File: src/shared/slhm_pkg.sv
/*
  Constants, register map and carrier types of the soft limit and home
  switch monitor. Assumes a parameter port addressed by the printed
  parameter offsets; word index times four is not used because the port
  is the documented parameter address, not a byte bus.
*/
// How it works
// RULE_01: Home switch is evaluated only in the homing operating mode.
// RULE_02: Polarity 1 means normally closed, 2 normally open; other values refused.
// RULE_03: Home switch is live only during a reference move toward it; code gates on homing and moving in either direction.
// RULE_04: Polarity and limits refused while powered; take effect at next enable.
// RULE_05: Triggered enabled limit causes a quick stop and a class 1 error.
// RULE_06: Fault reset clears the limit-violation error.
// RULE_07: After a trigger only motion away is allowed; toward raises new error.
// RULE_08: Limits compare the reference position, not the actual position.
// RULE_09: No limit comparison without a valid zero point.
// RULE_10: Enabling a soft limit is refused while the zero point is invalid.
// RULE_11: Target modes start beyond-limit moves, then quick stop at the limit; code refuses such starts in step jog and profile position.
// RULE_12: Step jog and profile position check the target before starting.
// RULE_13: Modes without target quick stop when position reaches a limit.
// RULE_14: Enable setting: 0 off, 1 positive, 2 negative, 3 both.
// RULE_15: Limit enable changes take effect immediately.
// RULE_16: Out-of-range written limit is replaced by the maximum user value.
// RULE_17: Limits are signed 32 bit; defaults are max and min integer.
// RULE_18: Controller assigns the home switch function to an input first.
// RULE_19: Limit quick stop follows the quick stop response setting.
// RULE_20: Positive violation at or above limit; negative at or below.
package slhm_pkg;

  localparam logic [11:0] ADDR_ENABLE = 12'h606;
  localparam logic [11:0] ADDR_POS_LIMIT = 12'h608;
  localparam logic [11:0] ADDR_NEG_LIMIT = 12'h60A;
  localparam logic [11:0] ADDR_HOME_POL = 12'h61C;

  localparam logic [1:0] ENABLE_RESET = 2'h0;
  localparam logic signed [31:0] POS_LIMIT_RESET = 32'sh7FFFFFFF;
  localparam logic signed [31:0] NEG_LIMIT_RESET = 32'sh80000000;
  localparam logic [15:0] POL_NC = 16'h0001;
  localparam logic [15:0] POL_NO = 16'h0002;
  localparam logic [15:0] ENABLE_MAX = 16'h0003;
  localparam int ENABLE_POS_BIT = 0;
  localparam int ENABLE_NEG_BIT = 1;

  // Operating mode codes presented by the mode selector.
  localparam logic [2:0] MODE_HOMING = 3'h1;
  localparam logic [2:0] MODE_JOG_STEP = 3'h2;
  localparam logic [2:0] MODE_JOG_CONT = 3'h3;
  localparam logic [2:0] MODE_PROFILE_POS = 3'h4;
  localparam logic [2:0] MODE_SPEED = 3'h5;
  localparam logic [2:0] MODE_PROFILE_VEL = 3'h6;

  // Answer codes of the parameter port.
  localparam logic [1:0] ACK_OK = 2'h0;
  localparam logic [1:0] ACK_LOCKED = 2'h1;
  localparam logic [1:0] ACK_RANGE = 2'h2;
  localparam logic [1:0] ACK_UNMAPPED = 2'h3;

  typedef struct packed {
    logic wr;
    logic rd;
    logic [11:0] addr;
    logic [31:0] wdata;
  } slhm_req_t;

  typedef struct packed {
    logic ack;
    logic [1:0] code;
    logic [31:0] rdata;
  } slhm_rsp_t;

  typedef struct packed {
    logic [2:0] mode;
    logic signed [31:0] ref_pos;
    logic signed [31:0] target_pos;
    logic move_start;
    logic dir_pos;
    logic moving;
  } slhm_motion_t;

  typedef enum logic [2:0] {
    LIM_IDLE = 3'b001,
    LIM_POS_HIT = 3'b010,
    LIM_NEG_HIT = 3'b100
  } slhm_lim_state_t;

endpackage

File: src/core/slhm_monitor.sv
/*
  Soft position limit and home switch monitor. Holds the four parameters,
  compares the commanded position against the active limits, requests a
  quick stop and latches a class 1 error. Assumes the motion core drives
  the motion carrier on mclk_in and executes the quick stop itself.
*/
`timescale 1ns/1ps
module slhm_monitor #(
  parameter int POS_W = 32,
  parameter logic signed [31:0] USR_MAX = 32'sh7FFFFFFF,
  parameter logic signed [31:0] USR_MIN = 32'sh80000000
) (
  // Clock, reset, enable.
  input wire logic mclk_in,
  input wire logic sys_rst_in,
  input wire logic clk_en_in,
  // Parameter port.
  input wire slhm_pkg::slhm_req_t req_in,
  output slhm_pkg::slhm_rsp_t rsp_out,
  // Drive state.
  input wire slhm_pkg::slhm_motion_t motion_in,
  input wire logic power_enabled_in,
  input wire logic zero_valid_in,
  input wire logic fault_reset_in,
  input wire logic [1:0] quick_stop_response_select_in,
  // Home switch pin.
  input wire logic home_switch_pin_in,
  // Results.
  output logic home_detect_out,
  output logic quick_stop_req_out,
  output logic [1:0] quick_stop_response_out,
  output logic error_class1_out,
  output logic move_refused_out,
  output logic pos_violation_out,
  output logic neg_violation_out
);

  // Only full 32 bit positions and an ordered user range are served.
  if (POS_W != 32 || USR_MIN > USR_MAX) begin : g_param_check
    $error("slhm_monitor needs 32 bit positions and USR_MIN <= USR_MAX");
  end

  ////////////////////////////////////////////////////////////////////////////
  // Parameter storage: written copies and active copies.

  logic [1:0] enable_ff;
  logic signed [31:0] pos_lim_ff;
  logic signed [31:0] neg_lim_ff;
  logic [15:0] pol_ff;
  logic signed [31:0] pos_lim_act_ff;
  logic signed [31:0] neg_lim_act_ff;
  logic [15:0] pol_act_ff;
  logic power_prev_ff;
  slhm_pkg::slhm_rsp_t nxt_rsp;
  slhm_pkg::slhm_lim_state_t lim_ff;
  slhm_pkg::slhm_lim_state_t nxt_lim;

  wire is_en = req_in.addr == slhm_pkg::ADDR_ENABLE;
  wire is_pos = req_in.addr == slhm_pkg::ADDR_POS_LIMIT;
  wire is_neg = req_in.addr == slhm_pkg::ADDR_NEG_LIMIT;
  wire is_pol = req_in.addr == slhm_pkg::ADDR_HOME_POL;
  wire mapped = is_en | is_pos | is_neg | is_pol;
  wire locked_reg = is_pos | is_neg | is_pol;
  // RULE_04 power lock
  wire wr_locked = req_in.wr & locked_reg & power_enabled_in;
  // RULE_02 polarity decode
  wire pol_ok = req_in.wdata[31:16] == 16'h0000 &&
    (req_in.wdata[15:0] == slhm_pkg::POL_NC ||
    req_in.wdata[15:0] == slhm_pkg::POL_NO);
  // RULE_14 enable decode
  wire en_code_ok = req_in.wdata[31:16] == 16'h0000 &&
    req_in.wdata[15:0] <= slhm_pkg::ENABLE_MAX;
  // RULE_10 zero point gate
  wire en_ok = en_code_ok &&
    (req_in.wdata[1:0] == slhm_pkg::ENABLE_RESET || zero_valid_in);
  wire signed [31:0] wval = req_in.wdata;
  // RULE_16 range clamp
  wire lim_out_range = wval > USR_MAX || wval < USR_MIN;
  wire signed [31:0] lim_val = lim_out_range ? USR_MAX : wval;
  wire range_bad = (is_en & ~en_ok) | (is_pol & ~pol_ok);
  wire wr_go = req_in.wr & mapped & ~wr_locked & ~range_bad;
  wire power_rise = power_enabled_in & ~power_prev_ff;

  always_comb begin
    nxt_rsp = '0;
    nxt_rsp.ack = req_in.wr | req_in.rd;
    if (!mapped) begin
      nxt_rsp.code = slhm_pkg::ACK_UNMAPPED;
    end else if (wr_locked) begin
      nxt_rsp.code = slhm_pkg::ACK_LOCKED;
    end else if (req_in.wr && range_bad) begin
      nxt_rsp.code = slhm_pkg::ACK_RANGE;
    end else begin
      nxt_rsp.code = slhm_pkg::ACK_OK;
    end
    if (req_in.rd && is_en) begin
      nxt_rsp.rdata = {30'h0, enable_ff};
    end else if (req_in.rd && is_pos) begin
      nxt_rsp.rdata = pos_lim_ff;
    end else if (req_in.rd && is_neg) begin
      nxt_rsp.rdata = neg_lim_ff;
    end else if (req_in.rd && is_pol) begin
      nxt_rsp.rdata = {16'h0, pol_ff};
    end
  end

  always_ff @(posedge mclk_in) begin
    if (sys_rst_in) begin
      rsp_out <= '0;
    end else if (clk_en_in) begin
      rsp_out <= nxt_rsp;
    end
  end

  // Previous power level, so a power stage enable is seen as one edge.
  always_ff @(posedge mclk_in) begin
    if (sys_rst_in) begin
      power_prev_ff <= 1'b0;
    end else if (clk_en_in) begin
      power_prev_ff <= power_enabled_in;
    end
  end

  // RULE_15 immediate enable
  always_ff @(posedge mclk_in) begin
    if (sys_rst_in) begin
      enable_ff <= slhm_pkg::ENABLE_RESET;
    end else if (clk_en_in && wr_go && is_en) begin
      enable_ff <= req_in.wdata[1:0];
    end
  end

  // RULE_17 signed defaults
  always_ff @(posedge mclk_in) begin
    if (sys_rst_in) begin
      pos_lim_ff <= slhm_pkg::POS_LIMIT_RESET;
    end else if (clk_en_in && wr_go && is_pos) begin
      pos_lim_ff <= lim_val;
    end
  end

  always_ff @(posedge mclk_in) begin
    if (sys_rst_in) begin
      neg_lim_ff <= slhm_pkg::NEG_LIMIT_RESET;
    end else if (clk_en_in && wr_go && is_neg) begin
      neg_lim_ff <= lim_val;
    end
  end

  always_ff @(posedge mclk_in) begin
    if (sys_rst_in) begin
      pol_ff <= slhm_pkg::POL_NC;
    end else if (clk_en_in && wr_go && is_pol) begin
      pol_ff <= req_in.wdata[15:0];
    end
  end

  // RULE_04 apply at enable
  // Copies are taken only on the enable edge, so a value written while the
  // stage was off never changes the limits under a running axis.
  always_ff @(posedge mclk_in) begin
    if (sys_rst_in) begin
      pos_lim_act_ff <= slhm_pkg::POS_LIMIT_RESET;
    end else if (clk_en_in && power_rise) begin
      pos_lim_act_ff <= pos_lim_ff;
    end
  end

  always_ff @(posedge mclk_in) begin
    if (sys_rst_in) begin
      neg_lim_act_ff <= slhm_pkg::NEG_LIMIT_RESET;
    end else if (clk_en_in && power_rise) begin
      neg_lim_act_ff <= neg_lim_ff;
    end
  end

  always_ff @(posedge mclk_in) begin
    if (sys_rst_in) begin
      pol_act_ff <= slhm_pkg::POL_NC;
    end else if (clk_en_in && power_rise) begin
      pol_act_ff <= pol_ff;
    end
  end

  ////////////////////////////////////////////////////////////////////////////
  // Home switch. The pin is asynchronous, so it is synchronised first.

  logic home_meta_ff;
  logic home_sync_ff;

  always_ff @(posedge mclk_in) begin
    if (sys_rst_in) begin
      home_meta_ff <= 1'b0;
      home_sync_ff <= 1'b0;
    end else if (clk_en_in) begin
      home_meta_ff <= home_switch_pin_in;
      home_sync_ff <= home_meta_ff;
    end
  end

  // RULE_02 contact sense
  wire home_level = pol_act_ff == slhm_pkg::POL_NC ?
    ~home_sync_ff : home_sync_ff;
  // RULE_01 homing only
  // RULE_03 reference move
  wire home_live = motion_in.mode == slhm_pkg::MODE_HOMING &&
    motion_in.moving;

  ////////////////////////////////////////////////////////////////////////////
  // Limit comparison on the reference position.

  // RULE_14 enable bits
  // RULE_15 immediate enable
  wire positive_soft_limit_on = enable_ff[slhm_pkg::ENABLE_POS_BIT];
  wire negative_soft_limit_on = enable_ff[slhm_pkg::ENABLE_NEG_BIT];
  // RULE_09 zero point gate
  wire pos_arm = positive_soft_limit_on & zero_valid_in;
  wire neg_arm = negative_soft_limit_on & zero_valid_in;
  // RULE_08 reference position
  // RULE_20 inclusive compare
  wire pos_hit = pos_arm && motion_in.ref_pos >= pos_lim_act_ff;
  wire neg_hit = neg_arm && motion_in.ref_pos <= neg_lim_act_ff;

  wire mode_step = motion_in.mode == slhm_pkg::MODE_JOG_STEP ||
    motion_in.mode == slhm_pkg::MODE_PROFILE_POS;
  // RULE_12 target precheck
  wire tgt_pos_bad = pos_arm && motion_in.target_pos > pos_lim_act_ff;
  wire tgt_neg_bad = neg_arm && motion_in.target_pos < neg_lim_act_ff;
  wire start_refused = motion_in.move_start && mode_step &&
    (tgt_pos_bad || tgt_neg_bad);

  // RULE_07 toward violated limit
  wire toward_bad = motion_in.move_start &&
    ((lim_ff == slhm_pkg::LIM_POS_HIT && motion_in.dir_pos) ||
    (lim_ff == slhm_pkg::LIM_NEG_HIT && !motion_in.dir_pos));
  // RULE_11 halt at limit
  // RULE_13 stop at limit
  wire hit_pos_move = pos_hit && motion_in.moving && motion_in.dir_pos;
  wire hit_neg_move = neg_hit && motion_in.moving && !motion_in.dir_pos;
  wire new_event = hit_pos_move | hit_neg_move | toward_bad;

  always_comb begin
    nxt_lim = lim_ff;
    case (lim_ff)
      slhm_pkg::LIM_IDLE: begin
        if (hit_pos_move) begin
          nxt_lim = slhm_pkg::LIM_POS_HIT;
        end else if (hit_neg_move) begin
          nxt_lim = slhm_pkg::LIM_NEG_HIT;
        end
      end
      slhm_pkg::LIM_POS_HIT: begin
        if (!pos_hit) begin
          nxt_lim = slhm_pkg::LIM_IDLE;
        end
      end
      slhm_pkg::LIM_NEG_HIT: begin
        if (!neg_hit) begin
          nxt_lim = slhm_pkg::LIM_IDLE;
        end
      end
      default: begin
        nxt_lim = slhm_pkg::LIM_IDLE;
      end
    endcase
  end

  always_ff @(posedge mclk_in) begin
    if (sys_rst_in) begin
      lim_ff <= slhm_pkg::LIM_IDLE;
    end else if (clk_en_in) begin
      lim_ff <= nxt_lim;
    end
  end

  always_ff @(posedge mclk_in) begin
    if (sys_rst_in) begin
      home_detect_out <= 1'b0;
    end else if (clk_en_in) begin
      home_detect_out <= home_live & home_level;
    end
  end

  // RULE_05 quick stop
  always_ff @(posedge mclk_in) begin
    if (sys_rst_in) begin
      quick_stop_req_out <= 1'b0;
    end else if (clk_en_in) begin
      quick_stop_req_out <= new_event;
    end
  end

  // RULE_19 stop response
  always_ff @(posedge mclk_in) begin
    if (sys_rst_in) begin
      quick_stop_response_out <= 2'h0;
    end else if (clk_en_in) begin
      quick_stop_response_out <= quick_stop_response_select_in;
    end
  end

  always_ff @(posedge mclk_in) begin
    if (sys_rst_in) begin
      move_refused_out <= 1'b0;
    end else if (clk_en_in) begin
      move_refused_out <= start_refused | toward_bad;
    end
  end

  always_ff @(posedge mclk_in) begin
    if (sys_rst_in) begin
      pos_violation_out <= 1'b0;
    end else if (clk_en_in) begin
      pos_violation_out <= pos_hit;
    end
  end

  always_ff @(posedge mclk_in) begin
    if (sys_rst_in) begin
      neg_violation_out <= 1'b0;
    end else if (clk_en_in) begin
      neg_violation_out <= neg_hit;
    end
  end

  // RULE_06 fault reset
  // A new event in the reset cycle wins so it is never lost.
  always_ff @(posedge mclk_in) begin
    if (sys_rst_in) begin
      error_class1_out <= 1'b0;
    end else if (clk_en_in && new_event) begin
      error_class1_out <= 1'b1;
    end else if (clk_en_in && fault_reset_in) begin
      error_class1_out <= 1'b0;
    end
  end

endmodule

File: config.mk
export PLATFORM = sky130hd
export DESIGN_NAME = slhm_monitor
export DESIGN_NICKNAME = d
export VERILOG_FILES = /design/src/shared/slhm_pkg.sv /design/src/core/slhm_monitor.sv
export SDC_FILE = /design/constraint.sdc
export NUM_CORES = 1
export LEC_CHECK = 0
export BUFFER_PORTS_ARGS = -buffer_cell sky130_fd_sc_hd__buf_2
export CAP_MARGIN = 20
export CORE_UTILIZATION = 40
export CTS_BUF_LIST = sky130_fd_sc_hd__clkbuf_8 sky130_fd_sc_hd__clkbuf_16
export CTS_CLUSTER_SIZE = 10
export DETAILED_ROUTE_END_ITERATION = 8
export MAX_ROUTING_LAYER = met4
export PLACE_DENSITY = 0.74
export SLEW_MARGIN = 20
export SYNTH_ARGS = -nofsm -noshare
export SYNTH_HDL_FRONTEND = slang
export SYNTH_SLANG_ARGS = --single-unit
File: constraint.sdc
create_clock -name mclk_in -period 3.1 [get_ports mclk_in]
set_clock_uncertainty 0.1 [all_clocks]
set_input_delay 0.465 -clock mclk_in [delete_from_list [all_inputs] [get_ports mclk_in]]
set_output_delay 0.465 -clock mclk_in [all_outputs]
set_load 0.01 [all_outputs]
# ---- Word-level counts from Yosys, hierarchy flattened
# Index checks and enable logic that the tools add are counted.
dict set report totals {
  register_bits 211
  out_inout_bits 43
  word_cells 128
  in_bits 125
}
dict set report classes {
  mux 16
  bitwise_logic 27
  reduce_logical 41
  eq_ne 16
  order_cmp 7
}
# operator count
set ops {}
lappend ops {{two-way mux 32 bit} 4}
lappend ops {{equality test 12 x 11 -> 1 bit (second input constant)} 4}
lappend ops {{equality test 16 x 1 -> 1 bit (second input constant)} 2}
lappend ops {{greater-or-equal comparator 32 bit} 1}
lappend ops {{greater-than comparator 32 bit} 1}
lappend ops {{greater-than comparator 32 bit (second input constant)} 1}
lappend ops {{<= comparator 32 bit} 1}
lappend ops {{less-than comparator 32 bit} 1}
lappend ops {{less-than comparator 32 bit (second input constant)} 1}
lappend ops {{logical AND 1 bit} 30}
lappend ops {{equality test 16 x 2 -> 1 bit (second input constant)} 1}
lappend ops {{<= comparator 16 x 2 -> 1 bit (second input constant)} 1}
lappend ops {{zero test 16 bit} 1}
lappend ops {{two-way mux 16 bit} 1}
lappend ops {{two-way mux 3 bit} 4}
lappend ops {{bitwise AND 1 bit} 11}
lappend ops {{OR 1 bit} 10}
lappend ops {{one-hot mux 3 bit (3 select lines)} 1}
lappend ops {{equality test 3 x 1 -> 1 bit (second input constant)} 2}
lappend ops {{equality test 3 x 2 -> 1 bit (second input constant)} 2}
lappend ops {{equality test 3 bit (second input constant)} 2}
lappend ops {{logical OR 1 bit} 6}
lappend ops {{two-way mux 2 bit} 3}
lappend ops {{NOT 1 bit} 6}
lappend ops {{7 further kinds} 10}

# ---- Depth between registers and ports, before layout
# Gate-level depths: netlist (run 1).
dict set report logic_depth {
  ltp_word 10
  mapped_depth 10
  depth_no_buf 10
}

# ---- Worst setup path after synthesis (run 1)
# OpenSTA, ideal clock, no wires.
dict set report synth_path {
  path_kind {input to register}
  startpoint {input req_in[28] in the netlist's numbering}
  endpoint {register pos_lim_ff[31]}
  slack_ns 0.145
  arrival_time_ns 2.728
  required_time_ns 2.872
  n_path_buf 2
  stages 10
  setup_time_ns 0.128
  path_cell_list {nor4_1 nand4_1 o31ai_2 o221ai_2 or3b_4 nor4b_4 buf_6 buf_8 mux2i_1 nor2_1}
}
dict set report synth_between {
  elab_chain_len 10
  word_cells_on_any_way 17
  cone_classes {order compare: 2; mux: 1; bitwise: 7; reduce/logical: 7}
}
# item line_no
set synth_lines {}
lappend synth_lines {{start: declaration} slhm_monitor.sv:18} ;# input wire slhm_pkg::slhm_req_t req_in,
lappend synth_lines {{branches (longest 10 deep; another with greater-than comparator 32 bit)} -}
lappend synth_lines {{end signal: assignment} slhm_monitor.sv:136} ;# pos_lim_ff <= slhm_pkg::POS_LIMIT_RESET;
lappend synth_lines {{end signal: assignment} slhm_monitor.sv:138} ;# pos_lim_ff <= lim_val;
lappend synth_lines {{end: declaration} slhm_monitor.sv:47} ;# logic signed [31:0] pos_lim_ff;
# Several ways; the timed one is not identified.
# A chain may end at the register's enable or synchronous reset.

# ---- Worst setup path in the final report (run 1)
dict set report layout_path {
  startpoint {input req_in[31] in the netlist's numbering}
  endpoint {register pos_lim_ff[16]}
}
# Same word-level chain as after synthesis.

==> qor.yml, run 1 <==
p_leak_nw: 5.62
cts.sinks: 211
maxSlewHeadroom: 0.490
drt_iter0_drc: 764
worst_slack_ns: 0.194
grt_first_pass_wirelength_um: 49800
fin_util: 0.493
synth_top_cell_by_area: "dfxtp_1"
slew_viol_final: 0
cts.hold.buffers_added: 0
grt_overflow_total: 0
maxCapViolCount: 0
worstMarginPinSlew_ns: 0.763
wl_per_cell_um: 17.4
layout_min_cycle_time_ns: 2.91
synth_fp_nets: 1514
cts_buffers: 25
synthSimpleGateAreaFrac: 0.181
firstDrtPassIters: 6
pre_cts_slack_ns: -0.291
async_flop_share: 0
crit_fanout: 61
ctsResizeCount: 0
synth-adder-area-share: 0.143
synth_area_um2: 11100
final_common_cell: "dfxtp_1"
outcome: "finished clean"
finalHoldViolCount: 0
cts_root_buf: "clkbuf_16"
hp-class: "input pin to flop"
ioPinCount: 168
dieHeight_um: 169
synth.top_cell.area_share: 0.381
setup_viol: 0
yosys-top-cells-area: "dfxtp_1, ha_1, a211o_1"
finalWeightedCongestion: 0.895
cts_tree: "yes"
cts.path.max_buffers: 3
rows: 60
seqCellArea_um2: 4220
synth_cell_types: 64
r2r_slack_ns: 0.23
grt_pass1_vias: 9331
startpoint_type: "input pin"
fillers: 2609
floorplan.initialDensity: 0.409
fin_nets: 1708
drcViolationCount: 0
timing.fmax_mhz: 344
io_buffers: 167
multiInputGateArea_um2: 6310
whs_path_depth: 2
synthXorXnorAreaFrac: 0.00158
rr_endpoint: "quick_stop_req_out"
ant_nets: 0
dp_hpwl_um: 24600
ys_warn_count: 0
r2r-start: "pos_lim_act_ff[9]"
drt_wl_total_um: 31900
clk_latency_ns: 0.52
avgSynthCellArea_um2: 8.79
synth_edf_count: 0
core_um2: 27100
via_per_inst: 5.42
netlist_instances: 1262
dieWidth_um: 169
seq_area_frac_synth: 0.381
synth_ff_type: "dfxtp_1"
cp_data_arrival_time_ns: 3.19
vias: 9940
power_density_nw_per_um2: 446
synth.area.mux_share: 0.0379
rsz0062_at_grt: "false"
min_period_over_period: 0.937
die_area_um2: 28400
layout-drive-gt1-share: 0.190
min_from: "req_in[13]"
synth_compound_area_frac: 0.204
end_kind: "flop"
area_growth_pct: 20.4
synth_top_family_by_area: "compound AO/OA/AOI/OAI gates"
grt_usage: 0.228
synth_seq_cells: 211
postCtsSetupRepairBufs: 0
reg2regPathDepth: 10
hold_end: "pos_lim_ff[13]"
h-tree-depth: 1
ir_drop_mv: 0.367
grt_max_degree: 112
worstPathRequired_ns: 3.38
clk_pin_slew_ns: 0.05
grt_antenna_before_repair: 3
critical_path_class: "input pin to flop"
layout_common_cells: "dfxtp_1, buf_2, nor2_1"
[synth_stat cells (6+ instances only)]
library cell  count
a22o_1           18
nor2_1          139
inv_1            75
ha_1            127
nor4_1           15
and2_1           14
mux2i_1          42
a22oi_1          16
nor2b_1          38
a211o_1          63
nand2_1         136
nor3_1            8
clkbuf_1         56
a21o_1           12
o21a_1            7
nand4_1          22
nand2b_1          6
dfxtp_1         211
a211oi_1         27
o21ai_0          23
a21oi_1          94
nand3_1          12
a222oi_1         16
[power by group]
part / total [mW] / switching, mW / internal (mW)
registers: 2.78 / 0.0165 / 2.76
logic: 0.700 / 0.412 / 0.288
clock network: 2.49 / 1.04 / 1.45
total: 5.96 / 1.47 / 4.49
[worst max-delay path by stage]
stage,depth (start not counted),from,slack (ns),end
after floorplan,10,req_in[28],0.14,pos_lim_ff[31]
after global placement,11,req_in[16],-0.23,pos_lim_ff[10]
after detailed placement,11,req_in[28],-0.29,pos_lim_ff[11]
after CTS,11,req_in[28],0.21,pos_lim_ff[20]
after global routing,10,neg_lim_act_ff[19],0.03,lim_ff[1]
final,11,req_in[31],0.19,pos_lim_ff[16]
[sequential cells by signal, indices dropped and copies added, names as in the netlist]
signal,count
pos_lim_ff,32
quick_stop_response_out,2
quick_stop_req_out,1
pol_act_ff,16
home_meta_ff,1
home_detect_out,1
error_class1_out,1
lim_ff,3
pos_lim_act_ff,32
power_prev_ff,1
home_sync_ff,1
move_refused_out,1
neg_lim_ff,32
neg_violation_out,1
pol_ff,16
rsp_out,35
pos_violation_out,1
enable_ff,2
neg_lim_act_ff,32
[cell type report]
cell class / count / share of cell area
diodes: 3 / 0.000562
flip-flops and latches: 211 / 0.316
clock inverters: 4 / 0.00169
clock buffers: 26 / 0.0478
well taps: 372 / 0.0348
multi-input cells: 909 / 0.473
repair buffers: 234 / 0.105
inverters: 75 / 0.0211
[worst max-delay path, stage by stage]
cell and delay, ns:
buf_2 0.11, nor4_1 0.32, nand4_1 0.23, buf_4 0.21, o31ai_2 0.27, o221ai_2 0.15
or3b_4 0.45, nor4b_4 0.31, buf_12 0.31, nor2b_1 0.08, a211o_1 0.27
[metal layers]
layer / global-route usage / vias to the layer above / share of wire
li1: - / 4937 / -
met1: 0.308 / 4652 / 0.47
met2: 0.349 / 304 / 0.44
met3: 0.0339 / 47 / 0.063
met4: 0.0747 / 0 / 0.026
met5: - / - / 0
[kinds of logic (layout without fill, tap and decap cells)]
| group | after synthesis | after routing |
|---|---|---|
| and+or+nand+nor | 421 | 421 |
| AOI/OAI and AO/OA | 317 | 317 |
| DFF | 211 | 211 |
| buffers and inverters | 142 | 339 |
| adders and majority gates | 127 | 127 |
| muxes | 42 | 42 |
| xor gates and xnor gates | 2 | 2 |
| other | 0 | 3 |
[per-stage QoR]
| step | setup TNS (ns) | cell area (um2) | hold WS [ns] | cells | power (mW) |
|---|---|---|---|---|---|
| global placement | -10.21 | 12700 | 0.343 | 1801 | 3.51 |
| floorplan | 0 | 11100 | 0.331 | 1262 | 3.22 |
| global route | 0 | 13400 | 0.0919 | 1834 | 6.22 |
| CTS | 0 | 13400 | 0.0902 | 1831 | 6.00 |
| detailed placement | -12.32 | 12700 | 0.348 | 1801 | 3.53 |
| finish | 0 | 13400 | 0.0998 | 1834 | 5.96 |
(Power assumes the default switching activity.)
==> inputs of run 2 (changes only) <==
--- a/config.mk
+++ b/config.mk
@@ -5,14 +5,15 @@
 export SDC_FILE = /design/constraint.sdc
 export NUM_CORES = 1
 export LEC_CHECK = 0
-export BUFFER_PORTS_ARGS = -buffer_cell sky130_fd_sc_hd__buf_2
-export CAP_MARGIN = 20
+export CAP_MARGIN = 0
 export CORE_UTILIZATION = 40
 export CTS_BUF_LIST = sky130_fd_sc_hd__clkbuf_8 sky130_fd_sc_hd__clkbuf_16
 export CTS_CLUSTER_SIZE = 10
 export DETAILED_ROUTE_END_ITERATION = 8
+export DONT_BUFFER_PORTS = 1
 export MAX_ROUTING_LAYER = met4
-export PLACE_DENSITY = 0.74
+export PLACE_DENSITY = 0.68
+export SETUP_SLACK_MARGIN = 0.2
 export SLEW_MARGIN = 20
 export SYNTH_ARGS = -nofsm -noshare
 export SYNTH_HDL_FRONTEND = slang
==> run 2 against run 1 <==
Clock-buffer cell count stayed put; non-clock buffer count is 155 lower; core utilization is 1.7 points lower; hold slack worse by 0.088 ns; wire length is 6.2% higher; clock power hardly changed; register-to-register slack better by 0.12 ns; sequential cell count stayed put; combinational power is 17% lower; global-route usage is 1.5 points higher; fmax is 5.6% higher; critical path type is now flop to flop.
==> qor.yml, run 2 (synthesis gave the netlist of run 1 again) <==
cts_root_buf: "clkbuf_16"
crit_fanout: 3
area_growth_pct: 16.2
regMostFlops: "rsp_out"
startpoint_type: "flop"
ant_nets: 0
largest_register_ffs: 35
whs_path_depth: 2
firstDrtPassIters: 8
worstMarginPinSlew_ns: 1.02
grt_max_degree: 131
timing.fmax_mhz: 363
end_kind: "flop"
rr_endpoint: "quick_stop_req_out"
clk_pin_slew_ns: 0.06
io_buffers: 0
grt_pass1_vias: 9206
dieWidth_um: 169
floorplan.initialDensity: 0.409
clk_latency_ns: 0.51
layout_min_cycle_time_ns: 2.75
rows: 60
drt_iter0_drc: 762
hold_end: "neg_lim_ff[6]"
layout-drive-gt1-share: 0.0660
reg2regPathDepth: 10
cts.sinks: 211
p_comb_frac: 0.099
maxSlewHeadroom: 0.316
grt_antenna_before_repair: 0
final_common_cell: "dfxtp_1"
core_um2: 27100
min_period_over_period: 0.888
r2r_slack_ns: 0.35
worstPathRequired_ns: 3.42
die_area_um2: 28400
maxCapViolCount: 0
dp_hpwl_um: 24500
critical_path_class: "flop to flop"
cp_data_arrival_time_ns: 3.07
grt_usage: 0.243
p_sw_mw: 1.41
finalHoldViolCount: 0
n_antenna_cell: 0
finalWeightedCongestion: 0.890
ioPinCount: 168
fillers: 2561
layout_common_cells: "dfxtp_1, nor2_1, nand2_1"
h-tree-depth: 1
r2r-start: "pos_lim_act_ff[13]"
ir_drop_mv: 0.379
vias: 9497
finalNonFillerCells: 1676
cts_tree: "yes"
seqPwrFrac: 0.475
dp.cells: 1593
p_leak_nw: 4.99
hp-class: "input pin to flop"
cts.path.max_buffers: 3
grt_first_pass_wirelength_um: 52200
slew_viol_final: 0
rsz0062_at_grt: "false"
p_clk_frac: 0.427
intPower_mw: 4.46
dieHeight_um: 169
fin_area_um2: 12900
fin_nets: 1553
cts_buffers: 25
via_per_inst: 5.67
min_from: "req_in[6]"
drt_wl_total_um: 33900
drcViolationCount: 0
power_density_nw_per_um2: 455
grt_overflow_total: 0
outcome: "finished clean"
place_area_um2: 11600
swShare: 0.241
wl_per_cell_um: 20.2
setup_viol: 0
## run 2: cell count changes in the layout (fill, tap and decap cells not counted), moves of 2 or more
cell           before  now
a211oi_1           27   25
a211oi_2            0    2
buf_2             166    0
buf_4              62   22
diode_2             3    0
dlygate4sd3_1       0   50
ha_1              127  122
ha_4                0    5
nor4_1             15   12
nor4_2              0    3
nor4b_2             3    1
nor4b_4             1    3
## run 2: how the worst max path moves through the flow
stage / slack [ns] / depth (start not counted) / startpoint / end
after floorplan: 0.19 / 10 / req_in[31] / pos_lim_ff[31]
after global placement: -0.08 / 10 / req_in[16] / pos_lim_ff[8]
after detailed placement: -0.13 / 10 / req_in[16] / pos_lim_ff[4]
after CTS: 0.24 / 10 / pos_lim_act_ff[14] / quick_stop_req_out
after global routing: 0.21 / 10 / pos_lim_act_ff[29] / quick_stop_req_out
final: 0.35 / 10 / pos_lim_act_ff[13] / quick_stop_req_out
## run 2: per-layer routing
| metal | wire, um | GRT usage |
|---|---|---|
| met5 | 0 | - |
| met2 | 14600 | 0.365 |
| met3 | 2940 | 0.0585 |
| met4 | 1080 | 0.0751 |
| met1 | 15300 | 0.321 |
## run 2: repair_timing
item                                   CTS  global route
pin swaps                                0             7
endpoints found under the hold margin  169             0
setup endpoints to repair                1             7
gates resized for setup                  1            13
hold buffers                            52             0
buffers inserted                         0             1
## run 2: critical path: stages (launching register included)
cell and delay [ns]:
dfxtp_1 0.30, inv_1 0.09, ha_4 0.28, nand4_1 0.13, or4_1 0.55, o32a_1 0.41
a211oi_2 0.20, a21oi_1 0.08, o41a_1 0.14, nand2b_4 0.16, a311oi_2 0.21
## run 2: metrics by stage
| stage | hold slack [ns] | setup TNS, ns | power, mW | setup slack, ns | util |
|---|---|---|---|---|---|
| floorplan | 0.331 | 0 | 3.23 | 0.188 | - |
| global placement | 0.341 | -2.58 | 3.28 | -0.0846 | 0.427 |
| detailed placement | 0.346 | -3.52 | 3.30 | -0.132 | 0.427 |
| CTS | 0.000103 | 0 | 5.90 | 0.238 | 0.472 |
| global route | 0.00653 | 0 | 6.10 | 0.205 | 0.476 |
| finish | 0.0116 | 0 | 5.87 | 0.348 | 0.476 |
## run 2: area by class of cell
type                    count  area (um2)  share of cell area
flip-flops and latches    211        4220               0.328
repair buffers             79         813              0.0631
multi-input cells         909        6450               0.500
inverters                  75         282              0.0218
well taps                 372         465              0.0361
clock inverters             4        22.5             0.00175
clock buffers              26         639              0.0496
## run 2: power by group through the flow
| stage | clock network [mW] | registers, mW | logic [mW] |
|---|---|---|---|
| after floorplan | 0 | 2.84 | 0.389 |
| after global placement | 0 | 2.84 | 0.439 |
| after detailed placement | 0 | 2.84 | 0.459 |
| after CTS | 2.55 | 2.78 | 0.567 |
| after global routing | 2.65 | 2.79 | 0.657 |
| final | 2.50 | 2.78 | 0.579 |
==> inputs of run 3 (changes only) <==
--- a/config.mk
+++ b/config.mk
@@ -5,6 +5,7 @@
 export SDC_FILE = /design/constraint.sdc
 export NUM_CORES = 1
 export LEC_CHECK = 0
+export ABC_AREA = 1
 export CAP_MARGIN = 0
 export CORE_UTILIZATION = 40
 export CTS_BUF_LIST = sky130_fd_sc_hd__clkbuf_8 sky130_fd_sc_hd__clkbuf_16
==> run 3 against run 2 <==
Critical path depth increased by 6; clock power about the same; wire length increased by 1.8%; register-to-register slack improved by 0.22 ns; core utilization decreased by 1.4 points.
==> qor.yml, run 3 <==
synthSimpleGateAreaFrac: 0.244
cts_tree: "yes"
drt_wl_total_um: 34500
async_flop_share: 0
grt_pass1_vias: 10200
cp_data_arrival_time_ns: 2.79
p_leak_nw: 6.05
dp.cells: 1900
synth_top_cell_by_area: "dfxtp_1"
seq_area_frac_synth: 0.369
synth_ff_type: "dfxtp_1"
rsz0062_at_grt: "false"
ys_top_cells_by_count: "nand2_1, dfxtp_1, inv_1"
dieWidth_um: 171
synth_seq_cells: 211
worst_path_dominant_cell_family: "simple AND/OR/NAND/NOR gates"
largest_register_ffs: 35
tns_ns: 0
area_growth_pct: 12.8
cts_root_buf: "clkbuf_16"
wl_per_cell_um: 17.5
synth_edf_count: 0
die_area_um2: 29300
r2r_slack_ns: 0.57
drcViolationCount: 0
avgSynthCellArea_um2: 7.27
synth_cell_types: 36
io_buffers: 0
whs_path_depth: 2
floorplan.initialDensity: 0.409
cts.sinks: 211
crit_fanout: 5
cpMostUsedCell: "nand2_1"
layout-drive-gt1-share: 0.0396
finalWeightedCongestion: 0.930
synth_area_um2: 11500
n_antenna_cell: 0
slowest_delay_ns: 0.34
power_density_nw_per_um2: 471
cts_buffers: 25
grt_first_pass_wirelength_um: 53900
yosysMostFrequentCell: "nand2_1"
netlist_instances: 1575
crit_cells: 16
core_um2: 28000
grt_antenna_before_repair: 0
crit_chain: "inv_1, ha_1, a21oi_1, o21ai_0, a21oi_1, nand2_1, nand2_1, nand2_1, nand2_1, nand3_1, nand3_1, nand2_1, nor2_2, nand2_1, nand2_1, nand3_1"
ioPinCount: 168
regMostFlops: "rsp_out"
synth_compound_area_frac: 0.152
hold_end: "neg_lim_ff[31]"
clk_latency_ns: 0.51
crit_buf_inv: 1
critical_path_class: "flop to flop"
maxSlewHeadroom: 0.449
end_kind: "flop"
synth-adder-area-share: 0.139
finalHoldViolCount: 0
finalNonFillerCells: 1970
maxCapViolCount: 0
fin_nets: 1841
vias: 10500
startpoint_type: "flop"
via_per_inst: 5.32
r2r-start: "neg_lim_act_ff[13]"
worstMarginPinSlew_ns: 0.823
synth_top_family_by_area: "simple AND/OR/NAND/NOR gates"
min_from: "req_in[31]"
hp-class: "input pin to flop"
grt_max_degree: 175
dp_hpwl_um: 24600
setup_viol: 0
layout_min_cycle_time_ns: 2.53
final_common_cell: "nand2_1"
reg2regPathDepth: 16
crit_slowest_cell: "dfxtp_1"
synthXorXnorAreaFrac: 0.000765
rows: 61
synth_fp_nets: 1827
cts.path.max_buffers: 3
timing.fmax_mhz: 395
ant_nets: 0
ys_warn_count: 0
min_period_over_period: 0.817
h-tree-depth: 1
synth.top_cell.area_share: 0.369
synth.area.mux_share: 0
ir_drop_mv: 0.321
worstPathRequired_ns: 3.35
slew_viol_final: 0
firstDrtPassIters: 5
yosys-top-cells-area: "dfxtp_1, ha_1, nand2_1"
grt_overflow_total: 0
clk_pin_slew_ns: 0.05
drt_iter0_drc: 983
grt_usage: 0.242
rr_endpoint: "lim_ff[0]"
layout_common_cells: "nand2_1, dfxtp_1, inv_1"
dieHeight_um: 171
outcome: "finished clean"
## run 3: worst register-to-register path, cell delays in order (launching register included)
cell	delay (ns)
dfxtp_1	0.34
inv_1	0.09
ha_1	0.30
a21oi_1	0.14
o21ai_0	0.10
a21oi_1	0.17
nand2_1	0.14
nand2_1	0.10
nand2_1	0.05
nand2_1	0.06
nand3_1	0.21
nand3_1	0.14
nand2_1	0.07
nor2_2	0.16
nand2_1	0.10
nand2_1	0.06
nand3_1	0.06
## run 3: worst max path at each step
stage / startpoint / endpoint / slack (ns)
after floorplan: motion_in[66] / lim_ff[0] / 0.83
after global placement: req_in[26] / pos_lim_ff[5] / 0.37
after detailed placement: req_in[26] / pos_lim_ff[5] / 0.32
after CTS: pos_lim_act_ff[31] / lim_ff[0] / 0.48
after global routing: pos_lim_act_ff[15] / lim_ff[0] / 0.27
final: neg_lim_act_ff[13] / lim_ff[0] / 0.57
## run 3: area by class of cell
class | instances | area (um2)
clock buffers | 27 | 653
fillers | 2800 | 15100
clock inverters | 3 | 12.5
multi-input cells | 1085 | 6160
flip-flops and latches | 211 | 4220
inverters | 205 | 772
well taps | 378 | 473
repair buffers | 61 | 631
## run 3: what timing repair did
item                                    in CTS  in global routing
hold buffers                                40                  0
endpoints found under the hold margin       75                  0
setup buffers                                0                  0
endpoints found under the setup margin       0                  2
resized for setup                            0                  2
## run 3: kinds of logic (layout without fill, tap and decap cells)
group | count (synthesis) | after routing
flip-flops | 211 | 211
buffers and inverters | 279 | 296
adder cells (fa/ha/maj) | 127 | 127
AND/OR/NAND/NOR | 650 | 650
AO/OA/AOI/OAI | 307 | 307
XOR/XNOR | 1 | 1
## run 3: stage by stage
| step | setup WS [ns] | hold WS (ns) | power (mW) | cell area, um2 | util |
|---|---|---|---|---|---|
| final | 0.566 | 0.0177 | 6.09 | 12900 | 0.461 |
| after detailed placement | 0.322 | 0.341 | 3.55 | 11800 | 0.423 |
| after global routing | 0.272 | 0.0100 | 6.35 | 12900 | 0.461 |
| after floorplan | 0.828 | 0.324 | 3.39 | 11500 | - |
| after CTS | 0.481 | 0.000344 | 6.13 | 12900 | 0.461 |
| after global placement | 0.371 | 0.336 | 3.53 | 11800 | 0.423 |
## run 3: metal layers
| metal | global-route usage | routed length (um) |
|---|---|---|
| met1 | 0.313 | 15600 |
| met2 | 0.372 | 14900 |
| met3 | 0.0446 | 2660 |
| met4 | 0.0998 | 1350 |
| met5 | - | 0 |
## run 3: power breakdown
| part | switching (mW) | internal (mW) | leakage (nW) |
|---|---|---|---|
| registers | 0.0402 | 2.79 | 1.72 |
| clock network | 1.06 | 1.47 | 0.337 |
| logic | 0.445 | 0.288 | 4.00 |
| total | 1.55 | 4.54 | 6.05 |
